### config.mk
export PLATFORM = sky130hd
export DESIGN_NAME = rnf_top
export DESIGN_NICKNAME = d
export VERILOG_FILES = /design/src/shared/rnf_pkg.sv /design/src/hdl/rnf_timer.sv /design/src/hdl/rnf_stage.sv /design/src/hdl/rnf_top.sv
export SDC_FILE = /design/constraint.sdc
export NUM_CORES = 1
export LEC_CHECK = 0
export BUFFER_PORTS_ARGS = -buffer_cell sky130_fd_sc_hd__buf_2
export CELL_PAD_IN_SITES_DETAIL_PLACEMENT = 1
export CELL_PAD_IN_SITES_GLOBAL_PLACEMENT = 1
export CORE_ASPECT_RATIO = 1.75
export CORE_MARGIN = 3
export CORE_UTILIZATION = 48
export DETAILED_ROUTE_END_ITERATION = 10
export PLACE_DENSITY_LB_ADDON = 0.08
export SETUP_SLACK_MARGIN = 0.5
export SYNTH_ARGS = -nofsm -noshare
export SYNTH_HDL_FRONTEND = slang
export SYNTH_HIERARCHICAL = 1
export SYNTH_SLANG_ARGS = --single-unit
### constraint.sdc
create_clock -name CORE_CLK -period 7.8 [get_ports CORE_CLK]
set_input_delay 0.78 -clock CORE_CLK [delete_from_list [all_inputs] [get_ports CORE_CLK]]
set_output_delay 0.78 -clock CORE_CLK [all_outputs]
set_load 0.03 [all_outputs]
### src/shared/rnf_pkg.sv
// constants, register map and field layout of the notch filter bank
package rnf_pkg;
   // ************
   // sizes
   // ************
   localparam int NUM_NOTCH = 5;
   localparam int FREQ_W = 16;
   localparam int SAMP_W = 16;
   localparam int CNT_W = 32;

   // ************
   // register byte offsets
   // ************
   localparam logic [7:0] OFS_MODE = 8'h00;
   localparam logic [7:0] OFS_NOTCH_BASE = 8'h04;
   localparam logic [7:0] OFS_NOTCH_STEP = 8'h08;
   localparam logic [7:0] OFS_SHAPE_REL = 8'h04;
   localparam logic [7:0] OFS_ROBUST = 8'h2c;
   localparam logic [7:0] OFS_STATUS = 8'h30;

   // ************
   // field layout
   // ************
   localparam int MODE_W = 2;
   localparam int SEL_LSB = 0;
   localparam int SEL_W = 4;
   localparam int DEPTH_LSB = 4;
   localparam int WIDTH_LSB = 8;
   localparam int SHAPE_W = 12;
   localparam int ST_ACTIVE_LSB = 0;
   localparam int ST_SHAFT = 5;
   localparam int ST_BUSY = 6;
   localparam int ST_EXCITE = 7;

   // ************
   // codes and reset values
   // ************
   localparam logic [1:0] MODE_OFF = 2'h0;
   localparam logic [1:0] MODE_AUTO = 2'h1;
   localparam logic [1:0] MODE_MANUAL = 2'h2;
   localparam logic [3:0] SEL_ON = 4'h1;
   localparam logic [1:0] RST_MODE = 2'h0;
   localparam logic [3:0] RST_ROBUST = 4'h0;
   localparam logic [15:0] RST_FREQ = 16'h1194;
   localparam logic [11:0] RST_SHAPE = 12'h000;

   // ************
   // frequency limits in Hz
   // ************
   localparam logic [15:0] FREQ_MIN = 16'h000a;
   localparam logic [15:0] FREQ_MAX = 16'h1194;
   localparam logic [15:0] TUNE_LO = 16'h0064;
   localparam logic [15:0] TUNE_HI = 16'h08ca;

   // ************
   // timing
   // ************
   localparam longint CLK_HZ = 125000000;
   localparam longint DETECT_S = 10;
   localparam longint EXCITE_S = 2;
   localparam longint DETECT_CYC = DETECT_S * CLK_HZ;
   localparam longint EXCITE_CYC = EXCITE_S * CLK_HZ;

   typedef enum logic {TN_IDLE, TN_RUN} rnf_tune_e;
endpackage

### src/hdl/rnf_timer.sv
// tuning interval counter with clear and run control
`timescale 1ns/100ps
module rnf_timer (
   input wire logic clk,
   input wire logic arst_n,
   input wire logic ce,
   input wire logic clear,
   input wire logic run,
   output logic [rnf_pkg::CNT_W-1:0] count
);
   logic [rnf_pkg::CNT_W-1:0] next_count;

   // ************
   // counter
   // ************
   // clear wins over run, saturates at top
   always_comb begin
      next_count = count;
      if (clear) begin
         next_count = '0;
      end else if (run && count != '1) begin
         next_count = count + 1'b1;
      end
   end

   // register
   always_ff @(posedge clk or negedge arst_n) begin
      if (!arst_n) begin
         count <= '0;
      end else if (ce) begin
         count <= next_count;
      end
   end
endmodule // rnf_timer

### src/hdl/rnf_stage.sv
// one notch stage with bypass when disabled
`timescale 1ns/100ps
module rnf_stage (
   input wire logic clk,
   input wire logic arst_n,
   input wire logic ce,
   input wire logic enable,
   input wire logic [3:0] depth,
   input wire logic signed [rnf_pkg::SAMP_W-1:0] din,
   output logic signed [rnf_pkg::SAMP_W-1:0] dout
);
   logic signed [rnf_pkg::SAMP_W-1:0] atten;
   logic signed [rnf_pkg::SAMP_W-1:0] next_atten;

   // ************
   // stand-in gain reduction
   // ************
   // deeper setting removes a larger share of the sample
   always_comb begin
      next_atten = din - (din >>> (4'hf - depth));
   end

   always_ff @(posedge clk or negedge arst_n) begin
      if (!arst_n) begin
         atten <= '0;
      end else if (ce) begin
         atten <= next_atten;
      end
   end

   // disabled stage is a plain wire
   assign dout = enable ? atten : din;
endmodule // rnf_stage

### src/hdl/rnf_top.sv
// notch filter bank: parameter registers, enables and adaptive tuning
//
// Decided for this implementation: the Wishbone interface to the registers and the address map.
`timescale 1ns/100ps
module rnf_top #(
   parameter longint DETECT_CYCLES = rnf_pkg::DETECT_CYC,
   parameter longint EXCITE_CYCLES = rnf_pkg::EXCITE_CYC
) (
   input wire logic CORE_CLK,
   input wire logic ARST_N,
   input wire logic CE,
   // wishbone slave
   input wire logic WB_CYC_I,
   input wire logic WB_STB_I,
   input wire logic WB_WE_I,
   input wire logic [7:0] WB_ADR_I,
   input wire logic [3:0] WB_SEL_I,
   input wire logic [31:0] WB_DAT_I,
   output logic [31:0] WB_DAT_O,
   output logic WB_ACK_O,
   // resonance detector report
   input wire logic RES_VALID,
   input wire logic [15:0] RES_FREQ,
   input wire logic [11:0] RES_SHAPE,
   // tough drive frequency rewrite
   input wire logic TOUGH_WR,
   input wire logic TOUGH_SEL,
   input wire logic [15:0] TOUGH_FREQ,
   // torque path
   input wire logic signed [15:0] SAMPLE_IN,
   output logic signed [15:0] SAMPLE_OUT,
   // filter controls
   output logic [4:0] NOTCH_ACTIVE,
   output logic [79:0] NOTCH_FREQ,
   output logic [59:0] NOTCH_SHAPE,
   output logic SHAFT_FILTER_EN,
   output logic ROBUST_FILTER_EN,
   output logic EXCITE
);
   localparam int N = rnf_pkg::NUM_NOTCH;
   // last count of the listen window, so a run lasts DETECT_CYCLES
   localparam logic [rnf_pkg::CNT_W-1:0] DET_LAST =
      rnf_pkg::CNT_W'(DETECT_CYCLES - 1);
   // length of the excitation burst at the start of a run
   localparam logic [rnf_pkg::CNT_W-1:0] EXC_LEN =
      rnf_pkg::CNT_W'(EXCITE_CYCLES);

   // ************
   // state
   // ************
   logic [1:0] filter_tuning_mode_param;
   logic [1:0] next_mode;
   logic [3:0] robust_filter_enable_param;
   logic [3:0] next_robust;
   logic [15:0] freq_param [N];
   logic [15:0] next_freq [N];
   logic [11:0] shape_param [N];
   logic [11:0] next_shape [N];
   rnf_pkg::rnf_tune_e tune_state;
   rnf_pkg::rnf_tune_e next_tune_state;
   logic ack;
   logic next_ack;
   logic [31:0] rdata;
   logic [31:0] next_rdata;
   logic [rnf_pkg::CNT_W-1:0] tcount;
   logic timer_clear;
   logic timer_run;
   logic bus_req;
   logic bus_wr;
   logic [4:0] active;
   logic shaft_en;
   logic in_band;
   logic detect_over;
   logic tune_done;
   logic tune_busy;
   logic signed [15:0] chain [N+1];

   // merge written bytes into an old value
   function automatic logic [31:0] merge(input logic [31:0] old,
      input logic [31:0] wdat, input logic [3:0] sel);
      logic [31:0] res;
      res = old;
      for (int b = 0; b < 4; b++) begin
         if (sel[b]) begin
            res[b*8 +: 8] = wdat[b*8 +: 8];
         end
      end
      return res;
   endfunction

   // hold a frequency inside the legal range
   function automatic logic [15:0] clamp(input logic [15:0] f);
      logic [15:0] res;
      res = f;
      if (f < rnf_pkg::FREQ_MIN) begin
         res = rnf_pkg::FREQ_MIN;
      end else if (f > rnf_pkg::FREQ_MAX) begin
         res = rnf_pkg::FREQ_MAX;
      end
      return res;
   endfunction

   // ************
   // bus decode
   // ************
   // one request per ack, ack dropped the cycle after
   assign bus_req = WB_CYC_I && WB_STB_I && !ack;
   assign bus_wr = bus_req && WB_WE_I;

   // ************
   // filter enables
   // ************
   // notch one manual settings count only in manual mode
   assign active[0] = filter_tuning_mode_param
      == rnf_pkg::MODE_MANUAL;
   assign active[1] = shape_param[1][rnf_pkg::SEL_LSB +: rnf_pkg::SEL_W]
      == rnf_pkg::SEL_ON;
   assign active[2] = shape_param[2][rnf_pkg::SEL_LSB +: rnf_pkg::SEL_W]
      == rnf_pkg::SEL_ON;
   assign active[3] = shape_param[3][rnf_pkg::SEL_LSB +: rnf_pkg::SEL_W]
      == rnf_pkg::SEL_ON;
   // robust filter masks notch five
   assign active[4] = (shape_param[4][rnf_pkg::SEL_LSB +: rnf_pkg::SEL_W]
      == rnf_pkg::SEL_ON) && !ROBUST_FILTER_EN;
   // shaft filter on unless notch four is on
   assign shaft_en = !active[3];

   // ************
   // tuning conditions
   // ************
   assign in_band = RES_FREQ >= rnf_pkg::TUNE_LO
      && RES_FREQ <= rnf_pkg::TUNE_HI;
   // listen window closes on its last counted cycle
   assign detect_over = tcount >= DET_LAST;
   // busy flag shared by excitation, result and status
   assign tune_busy = tune_state == rnf_pkg::TN_RUN;
   // an in-band report or the end of the window ends a run
   assign tune_done = tune_busy
      && ((RES_VALID && in_band) || detect_over);

   // ************
   // tuning sequencer
   // ************
   // mode 1 starts a run, leaving mode 1 aborts it
   always_comb begin
      next_tune_state = tune_state;
      timer_clear = 1'b0;
      timer_run = 1'b0;
      unique case (tune_state)
         rnf_pkg::TN_IDLE: begin
            // idle keeps the time base cleared
            timer_clear = 1'b1;
            if (filter_tuning_mode_param == rnf_pkg::MODE_AUTO) begin
               next_tune_state = rnf_pkg::TN_RUN;
            end
         end
         rnf_pkg::TN_RUN: begin
            timer_run = 1'b1;
            if (tune_done
               || filter_tuning_mode_param != rnf_pkg::MODE_AUTO) begin
               next_tune_state = rnf_pkg::TN_IDLE;
            end
         end
      endcase
   end

   // sequencer state register
   always_ff @(posedge CORE_CLK or negedge ARST_N) begin
      if (!ARST_N) begin
         tune_state <= rnf_pkg::TN_IDLE;
      end else if (CE) begin
         tune_state <= next_tune_state;
      end
   end

   // listen and excitation time base
   rnf_timer u_timer (
      .clk(CORE_CLK),
      .arst_n(ARST_N),
      .ce(CE),
      .clear(timer_clear),
      .run(timer_run),
      .count(tcount)
   );

   // excitation only in the first seconds of a run
   assign EXCITE = tune_busy && tcount < EXC_LEN;

   // ************
   // mode and robust registers
   // ************
   // tuning result overrides a same-cycle bus write
   always_comb begin
      next_mode = filter_tuning_mode_param;
      next_robust = robust_filter_enable_param;
      if (bus_wr && WB_ADR_I == rnf_pkg::OFS_MODE && WB_SEL_I[0]) begin
         next_mode = WB_DAT_I[rnf_pkg::MODE_W-1:0];
      end
      if (bus_wr && WB_ADR_I == rnf_pkg::OFS_ROBUST && WB_SEL_I[0]) begin
         next_robust = WB_DAT_I[3:0];
      end
      if (tune_done && filter_tuning_mode_param == rnf_pkg::MODE_AUTO) begin
         next_mode = rnf_pkg::MODE_MANUAL;
      end
   end

   // mode and robust registers, reset to off
   always_ff @(posedge CORE_CLK or negedge ARST_N) begin
      if (!ARST_N) begin
         filter_tuning_mode_param <= rnf_pkg::RST_MODE;
         robust_filter_enable_param <= rnf_pkg::RST_ROBUST;
      end else if (CE) begin
         filter_tuning_mode_param <= next_mode;
         robust_filter_enable_param <= next_robust;
      end
   end

   assign ROBUST_FILTER_EN = robust_filter_enable_param
      == rnf_pkg::SEL_ON;

   // ************
   // per-notch parameters and stages
   // ************
   // each notch has its own frequency and shape word
   for (genvar i = 0; i < N; i++) begin : g_notch
      localparam logic [7:0] F_OFS = rnf_pkg::OFS_NOTCH_BASE
         + 8'(i) * rnf_pkg::OFS_NOTCH_STEP;
      localparam logic [7:0] S_OFS = F_OFS + rnf_pkg::OFS_SHAPE_REL;
      logic [31:0] fw;
      logic [31:0] sw;

      // bytes of a bus write merged into the old words
      assign fw = merge({16'h0000, freq_param[i]}, WB_DAT_I, WB_SEL_I);
      assign sw = merge({20'h00000, shape_param[i]}, WB_DAT_I, WB_SEL_I);

      // bus, tough drive and tuning writers
      always_comb begin
         next_freq[i] = freq_param[i];
         next_shape[i] = shape_param[i];
         if (bus_wr && WB_ADR_I == F_OFS) begin
            next_freq[i] = clamp(fw[15:0]);
         end
         if (bus_wr && WB_ADR_I == S_OFS) begin
            next_shape[i] = sw[11:0];
         end
         if (i < 2 && TOUGH_WR && TOUGH_SEL == 1'(i)) begin
            next_freq[i] = clamp(TOUGH_FREQ);
         end
         if (i == 0 && tune_done && RES_VALID && in_band) begin
            next_freq[i] = clamp(RES_FREQ);
            next_shape[i] = RES_SHAPE;
         end
      end

      // settings register, reset to the widest range
      always_ff @(posedge CORE_CLK or negedge ARST_N) begin
         if (!ARST_N) begin
            freq_param[i] <= rnf_pkg::RST_FREQ;
            shape_param[i] <= rnf_pkg::RST_SHAPE;
         end else if (CE) begin
            freq_param[i] <= next_freq[i];
            shape_param[i] <= next_shape[i];
         end
      end

      // flat copies for the filter datapath
      assign NOTCH_FREQ[i*16 +: 16] = freq_param[i];
      assign NOTCH_SHAPE[i*12 +: 12] = shape_param[i];

      // stage i in the torque chain
      rnf_stage u_stage (
         .clk(CORE_CLK),
         .arst_n(ARST_N),
         .ce(CE),
         .enable(active[i]),
         .depth(shape_param[i][rnf_pkg::DEPTH_LSB +: 4]),
         .din(chain[i]),
         .dout(chain[i+1])
      );
   end

   // ************
   // torque chain and flat outputs
   // ************
   // chain input is the raw sample, output the last stage
   assign chain[0] = SAMPLE_IN;
   assign SAMPLE_OUT = chain[N];
   assign NOTCH_ACTIVE = active;
   assign SHAFT_FILTER_EN = shaft_en;

   // ************
   // bus read and ack
   // ************
   // registered read data, zero for unmapped addresses
   always_comb begin
      next_ack = bus_req;
      next_rdata = rdata;
      if (bus_req && !WB_WE_I) begin
         next_rdata = 32'h00000000;
         if (WB_ADR_I == rnf_pkg::OFS_MODE) begin
            next_rdata[1:0] = filter_tuning_mode_param;
         end
         if (WB_ADR_I == rnf_pkg::OFS_ROBUST) begin
            next_rdata[3:0] = robust_filter_enable_param;
         end
         if (WB_ADR_I == rnf_pkg::OFS_STATUS) begin
            next_rdata[rnf_pkg::ST_ACTIVE_LSB +: 5] = active;
            next_rdata[rnf_pkg::ST_SHAFT] = shaft_en;
            next_rdata[rnf_pkg::ST_BUSY] = tune_busy;
            next_rdata[rnf_pkg::ST_EXCITE] = EXCITE;
         end
         // notch words repeat every eight bytes
         for (int k = 0; k < N; k++) begin
            if (WB_ADR_I == rnf_pkg::OFS_NOTCH_BASE
               + 8'(k) * rnf_pkg::OFS_NOTCH_STEP) begin
               next_rdata[15:0] = freq_param[k];
            end
            if (WB_ADR_I == rnf_pkg::OFS_NOTCH_BASE
               + 8'(k) * rnf_pkg::OFS_NOTCH_STEP
               + rnf_pkg::OFS_SHAPE_REL) begin
               next_rdata[11:0] = shape_param[k];
            end
         end
      end
   end

   // ack and read data registers
   always_ff @(posedge CORE_CLK or negedge ARST_N) begin
      if (!ARST_N) begin
         ack <= 1'b0;
         rdata <= 32'h00000000;
      end else if (CE) begin
         ack <= next_ack;
         rdata <= next_rdata;
      end
   end

   // ************
   // bus outputs
   // ************
   // both come straight from flip-flops
   assign WB_ACK_O = ack;
   assign WB_DAT_O = rdata;
endmodule // rnf_top

Word-level counts from Yosys, hierarchy flattened
Cells that the tools add are included.
{"block": "totals", "regBits": 276, "in_bits": 113, "output_inout_bits": 197, "word_cells": 206}
{"block": "classes", "add_sub_neg": 11, "order_cmp": 18, "eq_ne": 22, "shifts": 5, "n_mux": 61, "n_bitwise": 2, "n_reduce_logical": 61}
{"op": "$mux W16", "n": 31}
{"op": "$gt A16 B13 Y1 const B", "n": 7}
{"op": "$lt A16 B4 Y1 const B", "n": 7}
{"op": "$mux W8", "n": 12}
{"op": "$mux W12", "n": 7}
{"op": "$sshr A16 B4 Y16", "n": 5}
{"op": "$sub A16 B16 Y16", "n": 5}
{"op": "$mux W32", "n": 2}
{"op": "$eq A8 B6 Y1 const B", "n": 5}
{"op": "$add A32 B1 Y32 const B", "n": 1}
{"op": "$eq A8 B5 Y1 const B", "n": 4}
{"op": "$ge A32 B31 Y1 const B", "n": 1}
{"op": "$lt A32 B28 Y1 const B", "n": 1}
{"op": "$ne A32 B32 Y1 const B", "n": 1}
{"op": "$reduce_and A3 Y1", "n": 10}
{"op": "$logic_and A1 B1 Y1", "n": 29}
{"op": "$eq A4 B1 Y1 const B", "n": 5}
{"op": "$sub A4 B4 Y4 const A", "n": 5}
{"op": "$reduce_and A2 Y1", "n": 9}
{"op": "$eq A8 B4 Y1 const B", "n": 2}
{"op": "$ge A16 B7 Y1 const B", "n": 1}
{"op": "$le A16 B12 Y1 const B", "n": 1}
{"op": "$reduce_bool A2 Y1", "n": 5}
{"op": "$eq A8 B3 Y1 const B", "n": 1}
{"op": "12 further kinds", "n": 23}

Depth between registers and ports, before layout
Gate-level depths: netlist of run 1.
{"block": "logic_depth", "ltp_word": 16, "depth_mapped": 25, "ltp_nobuf": 22}

Hierarchy
Netlist of run 1, hierarchy kept.
{"module": "rnf_top", "n_inst": 1, "cells_each": 1113, "area_each_um2": 9840.7, "seq_area_each_um2": 4135.2}
{"module": "rnf_stage (g_notch[0].u_stage ...)", "n_inst": 3, "cells_each": 260, "area_each_um2": 2110.8, "seq_area_each_um2": 400.4}
{"module": "rnf_stage (g_notch[4].u_stage)", "n_inst": 1, "cells_each": 243, "area_each_um2": 2192.1, "seq_area_each_um2": 400.4}
{"module": "rnf_timer", "n_inst": 1, "cells_each": 242, "area_each_um2": 2162.1, "seq_area_each_um2": 800.8}
{"module": "rnf_stage (g_notch[3].u_stage)", "n_inst": 1, "cells_each": 259, "area_each_um2": 2118.3, "seq_area_each_um2": 400.4}

Least setup slack after synthesis of run 1
Ideal clock, no wire load.
{"block": "synth_path", "path_type": "register -> register", "from": "register shape_param, in the netlist NOTCH_SHAPE[13]", "to": "register g_notch[4].u_stage/atten[9] in the netlist's numbering", "setup_ns": 0.120, "t_arrival_ns": 5.949, "required_time_ns": 7.680, "slack_ns": 1.732, "path_stages_with_launch": 16, "n_path_buf": 2, "synth_period_minus_slack_ns": 6.068, "path_cell_list": "dfrtp_1 > nor4b_1 > clkbuf_1 > clkbuf_1 > mux2_2 > mux2_2 > mux2_2 > mux4_2 > mux4_2 > inv_1 > ha_1 > a21o_1 > a31o_2 > o211a_1 > or3_1 > a31o_1"}
{"item": "from (decl)", "line": "rnf_top.sv:57", "rtl": "logic [11:0] shape_param [N];"}
{"item": "from (signal, indexed assignment)", "line": "rnf_top.sv:259", "rtl": "shape_param[i] <= rnf_pkg::RST_SHAPE;"}
{"item": "from (signal, indexed assignment)", "line": "rnf_top.sv:262", "rtl": "shape_param[i] <= next_shape[i];"}
{"item": "to (signal assigned)", "line": "rnf_stage.sv:27", "rtl": "atten <= next_atten;"}
{"item": "to (decl)", "line": "rnf_stage.sv:12", "rtl": "logic signed [rnf_pkg::SAMP_W-1:0] atten;"}

==> results_dict.tcl, run 1 <==
set metrics [dict create \
    drt_iter0_markers 1584 \
    clkLatencyLatePin_ps 590 \
    cts_setup_buffers 0 \
    clk_path_buf_depth 3 \
    cts-buffers-inserted 29 \
    synth-seq-cells 276 \
    use_met1_pct 42.0 \
    final_antenna_net_count 0 \
    hold_violations 0 \
    crit_slowest_cell "o21ai_0" \
    skew_ps 18.3 \
    cts_num_sinks 276 \
    vdd_ir_drop_max_mv 0.179 \
    clk_transition_reported_paths_ps 70 \
    via_count 23300 \
    endpoint_kind "flip-flop" \
    maxCapViolations 0 \
    fill_cells 5603 \
    grt_pass1_vias 24500 \
    synth_edf_count 0 \
    grt_pass1_wl_um 146000 \
    worst_pin_slew_ps 1200 \
    cp_common_cell "o21ai_0" \
    drcViolationCount 0 \
    avgViaCountPerCell 6.78 \
    grt_overflow 0 \
    synth_top_area_share_pct 27.7 \
    total_power_uw 4390 \
    leakage_uw 0.0109 \
    status "completed" \
    die_x_um 170 \
    crit_type "flip-flop to flip-flop" \
    period_share_pct 81.6 \
    relSlewSlack_pct 19.5 \
    wirelength_um 96000 \
    cts_tree "yes" \
    hold_path_class "primary input to async pin" \
    synth_cell_type_count 107 \
    tns_ps 0 \
    synth_top_area_cell "dfrtp_1" \
    hpwl_um 73000 \
    grt_util_all_layers_pct 37.2 \
    rsz0062_at_grt "false" \
    gr-max-usage-layer "met2" \
    port-buffer-count 275 \
    cts_root_buffer "clkbuf_16" \
    ys.flop_type "dfrtp_1" \
    async_flop_share_pct 100 \
    htree_levels 1 \
    min_period_ps 6370 \
    start_kind "flip-flop" \
    synth_cells 2637 \
    worstPathRequired_ps 8260 \
    die-area_mm2 0.0499 \
    fmax_mhz 157 \
    drive_gt1_share_pct 22.9 \
    rows 104 \
    r2r_cells 23 \
    syn2layout_area_growth_pct 12.6 \
    ys_top_cells_by_area "dfrtp_1 28%, mux2_2 9.1%, mux2i_1 5.1%, nand2_1 4.9%, ha_1 4.5%" \
    wl_per_cell_um 27.9 \
    synth_area_mm2 0.0226 \
    slew_viol_final 0 \
    yosysSeqAreaShare_pct 30.6 \
    core_mm2 0.0463 \
    cp_data_arrival_time_ps 6830 \
    ctsHoldBuffers 0 \
    crit_path_max_fanout 15 \
    grtUsageMet3_pct 6.21 \
    grt_max_degree 139 \
    avgSynthCellArea_um2 8.59 \
    slowest_delay_ps 660 \
    synthTopCellsByCount "294 x nand2_1, 251 x dfrtp_1, 209 x nor2_1" \
    cts_resized 0 \
    initial_core_util_pct 48.9 \
    setup_viol 0 \
    die_y_um 293 \
    critical_path.cell_chain "nor2b_2, buf_4, nand2_1, o21ai_0, inv_1, o21ai_0, inv_1, o21ai_0, buf_4, inv_1, o21ai_0, buf_4, mux4_2, mux2i_1, mux2i_1, ha_1, inv_1, fa_1, a21o_1, a311o_2, a31oi_1, xor2_1, o21ai_0" \
    drt_pass1_iterations 5 \
    finalNetCount 3031 \
    seqCellArea_mm2 0.00694 \
    globalplace.congestion 0.999 \
    power.density_mw_per_mm2 172 \
    synth_most_common_cell "nand2_1" \
    ios 310 \
    antenna_found_initial 3 \
    multi_input_area_mm2 0.0147 \
    grt_use_met2_pct 66.3 \
    synth_warnings 6 \
]
[final cells by class]
type,count,area share [%]
clock inverter,21,1.36
multi-input combinational,2126,57.7
inverter,92,1.35
tap,583,2.86
clock buffer,33,3.02
timing repair buffer,307,6.44
antenna,2,0.0196
sequential,276,27.2
[critical path, delay by kind of cell, from the launching register on]
family / cells / cell delay [ps]
AOI/OAI and AO/OA: 8 / 2320
DFF: 1 / 400
muxes: 3 / 590
and+or+nand+nor: 2 / 670
buffers and inverters: 7 / 1420
adders and majority gates: 2 / 620
xor gates and xnor gates: 1 / 180
[state kept, by name, indices dropped and copies added, names as in the netlist]
signal                      flops
NOTCH_FREQ                     80
NOTCH_SHAPE                    60
WB_ACK_O                        1
WB_DAT_O                       16
filter_tuning_mode_param        2
g_notch.u_stage/atten          80
robust_filter_enable_param      4
tune_busy                       1
u_timer/count                  32
[placed cells by master (no fill, tap or decap), types with 26 or more instances in the layout]
| cell | count |
|---|---|
| nand2_1 | 294 |
| buf_2 | 273 |
| dfrtp_1 | 251 |
| nor2_1 | 208 |
| mux2_2 | 182 |
| o21ai_0 | 181 |
| a21oi_1 | 174 |
| mux2i_1 | 116 |
| inv_1 | 85 |
| ha_1 | 81 |
| nor3_1 | 68 |
| nand3_1 | 65 |
| a31oi_1 | 47 |
| a21o_1 | 41 |
| o211ai_1 | 35 |
| nand4_1 | 33 |
| o22ai_1 | 32 |
| buf_4 | 32 |
| clkbuf_16 | 29 |
| o21a_1 | 28 |
| and2_1 | 26 |
[where the power goes]
part	internal (uW)	leakage (uW)	switching (uW)	total [uW]
Sequential	1560	0.00349	129	1690
Clock	1010	0.000552	670	1680
Combinational	366	0.00687	657	1020
[logic make-up (layout without fill, tap and decap cells)]
group	Yosys count	in the layout	share of synthesized area, %
mux	318	318	16.0
compound gates	820	820	24.5
buf+inv	250	453	4.74
simple gates	854	854	18.0
fa+ha+maj	86	86	4.92
xor+xnor	32	32	1.24
other cells	1	18	0.0166
flops	276	276	30.6
[per-layer routing]
layer  wire, um  share of wire (%)
met4       6000                6.2
met5         22              0.023
met2      48200                 50
met3       6310                6.6
met1      35400                 37
[stage by stage]
step                      worst slack [ps]  cell area (um2)  utilization, %  hold WS, ps  cells
after global placement                1810            24400            52.6          453   3384
after floorplan                       1730            22700               -          443   2652
final                                 1430            25500            55.1          153   3440
after detailed placement              1530            24400            52.6          460   3384
after global routing                  1020            25500            55.0          200   3438
after CTS                             1490            25500            55.0          173   3438
[worst paths after layout]
path	end	start	slack (ps)
setup / recovery	g_notch[4].u_stage/atten[10]	filter_tuning_mode_param[1]	1430
hold / removal	NOTCH_FREQ[17]	ARST_N	150
setup reg to reg	g_notch[4].u_stage/atten[10]	filter_tuning_mode_param[1]	1430
hold reg to reg	g_notch[1].u_stage/atten[3]	g_notch[1].u_stage/atten[3]	480
max in group asynchronous	NOTCH_SHAPE[28]	ARST_N	6260
min in group CORE_CLK	g_notch[1].u_stage/atten[3]	g_notch[1].u_stage/atten[3]	480
(Power assumes the default switching activity.)
==> run 2: changes to the inputs <==
--- a/config.mk
+++ b/config.mk
@@ -10,7 +10,7 @@
 export CELL_PAD_IN_SITES_GLOBAL_PLACEMENT = 1
 export CORE_ASPECT_RATIO = 1.75
 export CORE_MARGIN = 3
-export CORE_UTILIZATION = 48
+export CORE_UTILIZATION = 40
 export DETAILED_ROUTE_END_ITERATION = 10
 export PLACE_DENSITY_LB_ADDON = 0.08
 export SETUP_SLACK_MARGIN = 0.5
==> constraint.sdc (replaced) <==
create_clock -name CORE_CLK -period 5.1 [get_ports CORE_CLK]
set_input_delay 0.51 -clock CORE_CLK [delete_from_list [all_inputs] [get_ports CORE_CLK]]
set_output_delay 0.51 -clock CORE_CLK [all_outputs]
set_load 0.03 [all_outputs]
==> run 2 against run 1 <==
  * Maximum frequency rose by 34%
  * Final area rose by 5.0%
  * Non-clock buffer count rose by 84
  * Final cell count rose by 5.8%
  * Die area rose by 19%
  * Highest routed layer unchanged
  * Total power rose by 55%
  * Clock-buffer cell count rose by 5
  * Largest cell class unchanged
  * Flip-flop and latch count did not move
  * Combinational power rose by 64%
==> results_dict.tcl, run 2 (synthesis results as in run 1) <==
set metrics [dict create \
    drive_gt1_share_pct 26.9 \
    cts_root_buffer "clkbuf_16" \
    hold_violations 0 \
    endpoint_kind "flip-flop" \
    skew_ps 23.4 \
    relSlewSlack_pct 21.9 \
    vdd_ir_drop_max_mv 0.271 \
    drcViolationCount 0 \
    core_mm2 0.0556 \
    syn2layout_area_growth_pct 18.2 \
    final_core_util_pct 48.1 \
    maxCapViolations 0 \
    drt_iter0_markers 1658 \
    grt_overflow 0 \
    startpoint "NOTCH_SHAPE[15]" \
    die_x_um 186 \
    globalplace.congestion 1.03 \
    final_common_cell "nand2_1" \
    initial_core_util_pct 40.7 \
    r2r_cells 15 \
    total_power_uw 6800 \
    worstPathRequired_ps 5620 \
    hold_start "RES_SHAPE[0]" \
    worst_pin_slew_ps 1160 \
    ios 310 \
    mostFrequentLayoutCells "294 x nand2_1, 273 x buf_2, 248 x dfrtp_1, 206 x nor2_1, 165 x a21oi_1" \
    avgViaCountPerCell 6.47 \
    hold_depth 3 \
    start_kind "flip-flop" \
    cp_data_arrival_time_ps 5270 \
    final_antenna_net_count 0 \
    finalNetCount 3117 \
    htree_levels 1 \
    antenna_found_initial 4 \
    port-buffer-count 275 \
    cts_tree "yes" \
    status "completed" \
    power.density_mw_per_mm2 254 \
    wl_per_cell_um 29.3 \
    crit_path_max_fanout 5 \
    reg2reg_from "NOTCH_SHAPE[15]" \
    min_period_ps 4740 \
    crit_type "flip-flop to flip-flop" \
    clkLatencyLatePin_ps 630 \
    die_y_um 321 \
    cts_num_sinks 276 \
    hold_slack_ps 186 \
    clk_path_buf_depth 3 \
    die-area_mm2 0.0596 \
    grt_pass1_wl_um 155000 \
    cts-buffers-inserted 31 \
    rsz0062_at_grt "true" \
    via_count 23600 \
    hold_path_class "primary input to flip-flop" \
    slew_viol_final 0 \
    tns_ps 0 \
    grt_pass1_vias 24700 \
    fmax_mhz 211 \
    wirelength_um 107000 \
    leakage_uw 0.0115 \
    hpwl_um 82500 \
    period_share_pct 93.0 \
    grt_max_degree 95 \
    grt_util_all_layers_pct 34.2 \
    setup_viol 0 \
    rows 114 \
    clk_transition_reported_paths_ps 80 \
    drt_pass1_iterations 6 \
]
-- run 2: cell types whose count changed in the layout (fill, tap and decap cells not counted), moves of 9 or more --
cell     before  now
o21ai_2       3   15
a21oi_2       1   10
buf_4        32  106
o21ai_0     181  162
a21oi_1     174  165
mux2_4        1   41
mux2_2      182  143
-- run 2: worst max-delay path, cell delays in order (launching register included) --
cell and delay, ps:
dfrtp_2 440, nor4b_4 350, buf_6 190, clkbuf_16 160, mux2_4 330, mux2_4 320
mux2_4 310, mux4_2 530, mux4_2 530, inv_2 90, ha_4 190, a21o_1 190
a31o_4 230, o211a_1 230, or3_1 350, a31o_1 210
-- run 2: final cells by class --
| cell class | instances | area (um2) |
|---|---|---|
| Timing Repair Buffer | 391 | 2380 |
| Clock buffer | 38 | 832 |
| Multi-Input combinational cell | 2126 | 15100 |
| Clock inverter | 20 | 264 |
| Inverter | 92 | 349 |
| Tap cell | 696 | 871 |
| Fill cell | 6629 | 28900 |
| Antenna cell | 2 | 5.00 |
| Sequential cell | 276 | 6940 |
-- run 2: per-stage QoR --
step	setup WS [ps]	area, um2	cells
after floorplan	198	22900	2652
after global placement	166	25000	3546
after detailed placement	81.8	25000	3546
after CTS	417	26400	3622
after global routing	268	26800	3639
final	357	26800	3641
-- run 2: timing repair --
action,CTS,global route
hold buffers,1,0
pin swaps,4,22
endpoints found under the hold margin,28,0
gates resized for setup,34,70
setup buffers,16,16
endpoints found under the setup margin,29,22
gates cloned,1,1
-- run 2: worst paths after layout --
| kind | end | slack (ps) |
|---|---|---|
| hold reg to reg | g_notch[0].u_stage/atten[4] | 480 |
| hold / removal | NOTCH_SHAPE[0] | 190 |
| setup / recovery | g_notch[4].u_stage/atten[9] | 360 |
| min in group asynchronous | NOTCH_FREQ[1] | 510 |
| setup reg to reg | g_notch[4].u_stage/atten[9] | 360 |
| max in group asynchronous | NOTCH_SHAPE[41] | 3280 |
-- run 2: report_power, final --
| group | internal (uW) | switching, uW | total [uW] |
|---|---|---|---|
| clock | 1430 | 1100 | 2520 |
| combinational | 613 | 1050 | 1670 |
| sequential | 2390 | 217 | 2610 |
| total | 4430 | 2370 | 6800 |
-- run 2: metal layers --
metal | track usage (%) | up-vias | part of all wire [%]
met5 | 0 | - | 0.023
met2 | 63.1 | 982 | 51
met3 | 4.60 | 380 | 5.7
met4 | 25.0 | 4 | 9.0
met1 | 34.5 | 11800 | 34
li1 | - | 10400 | -
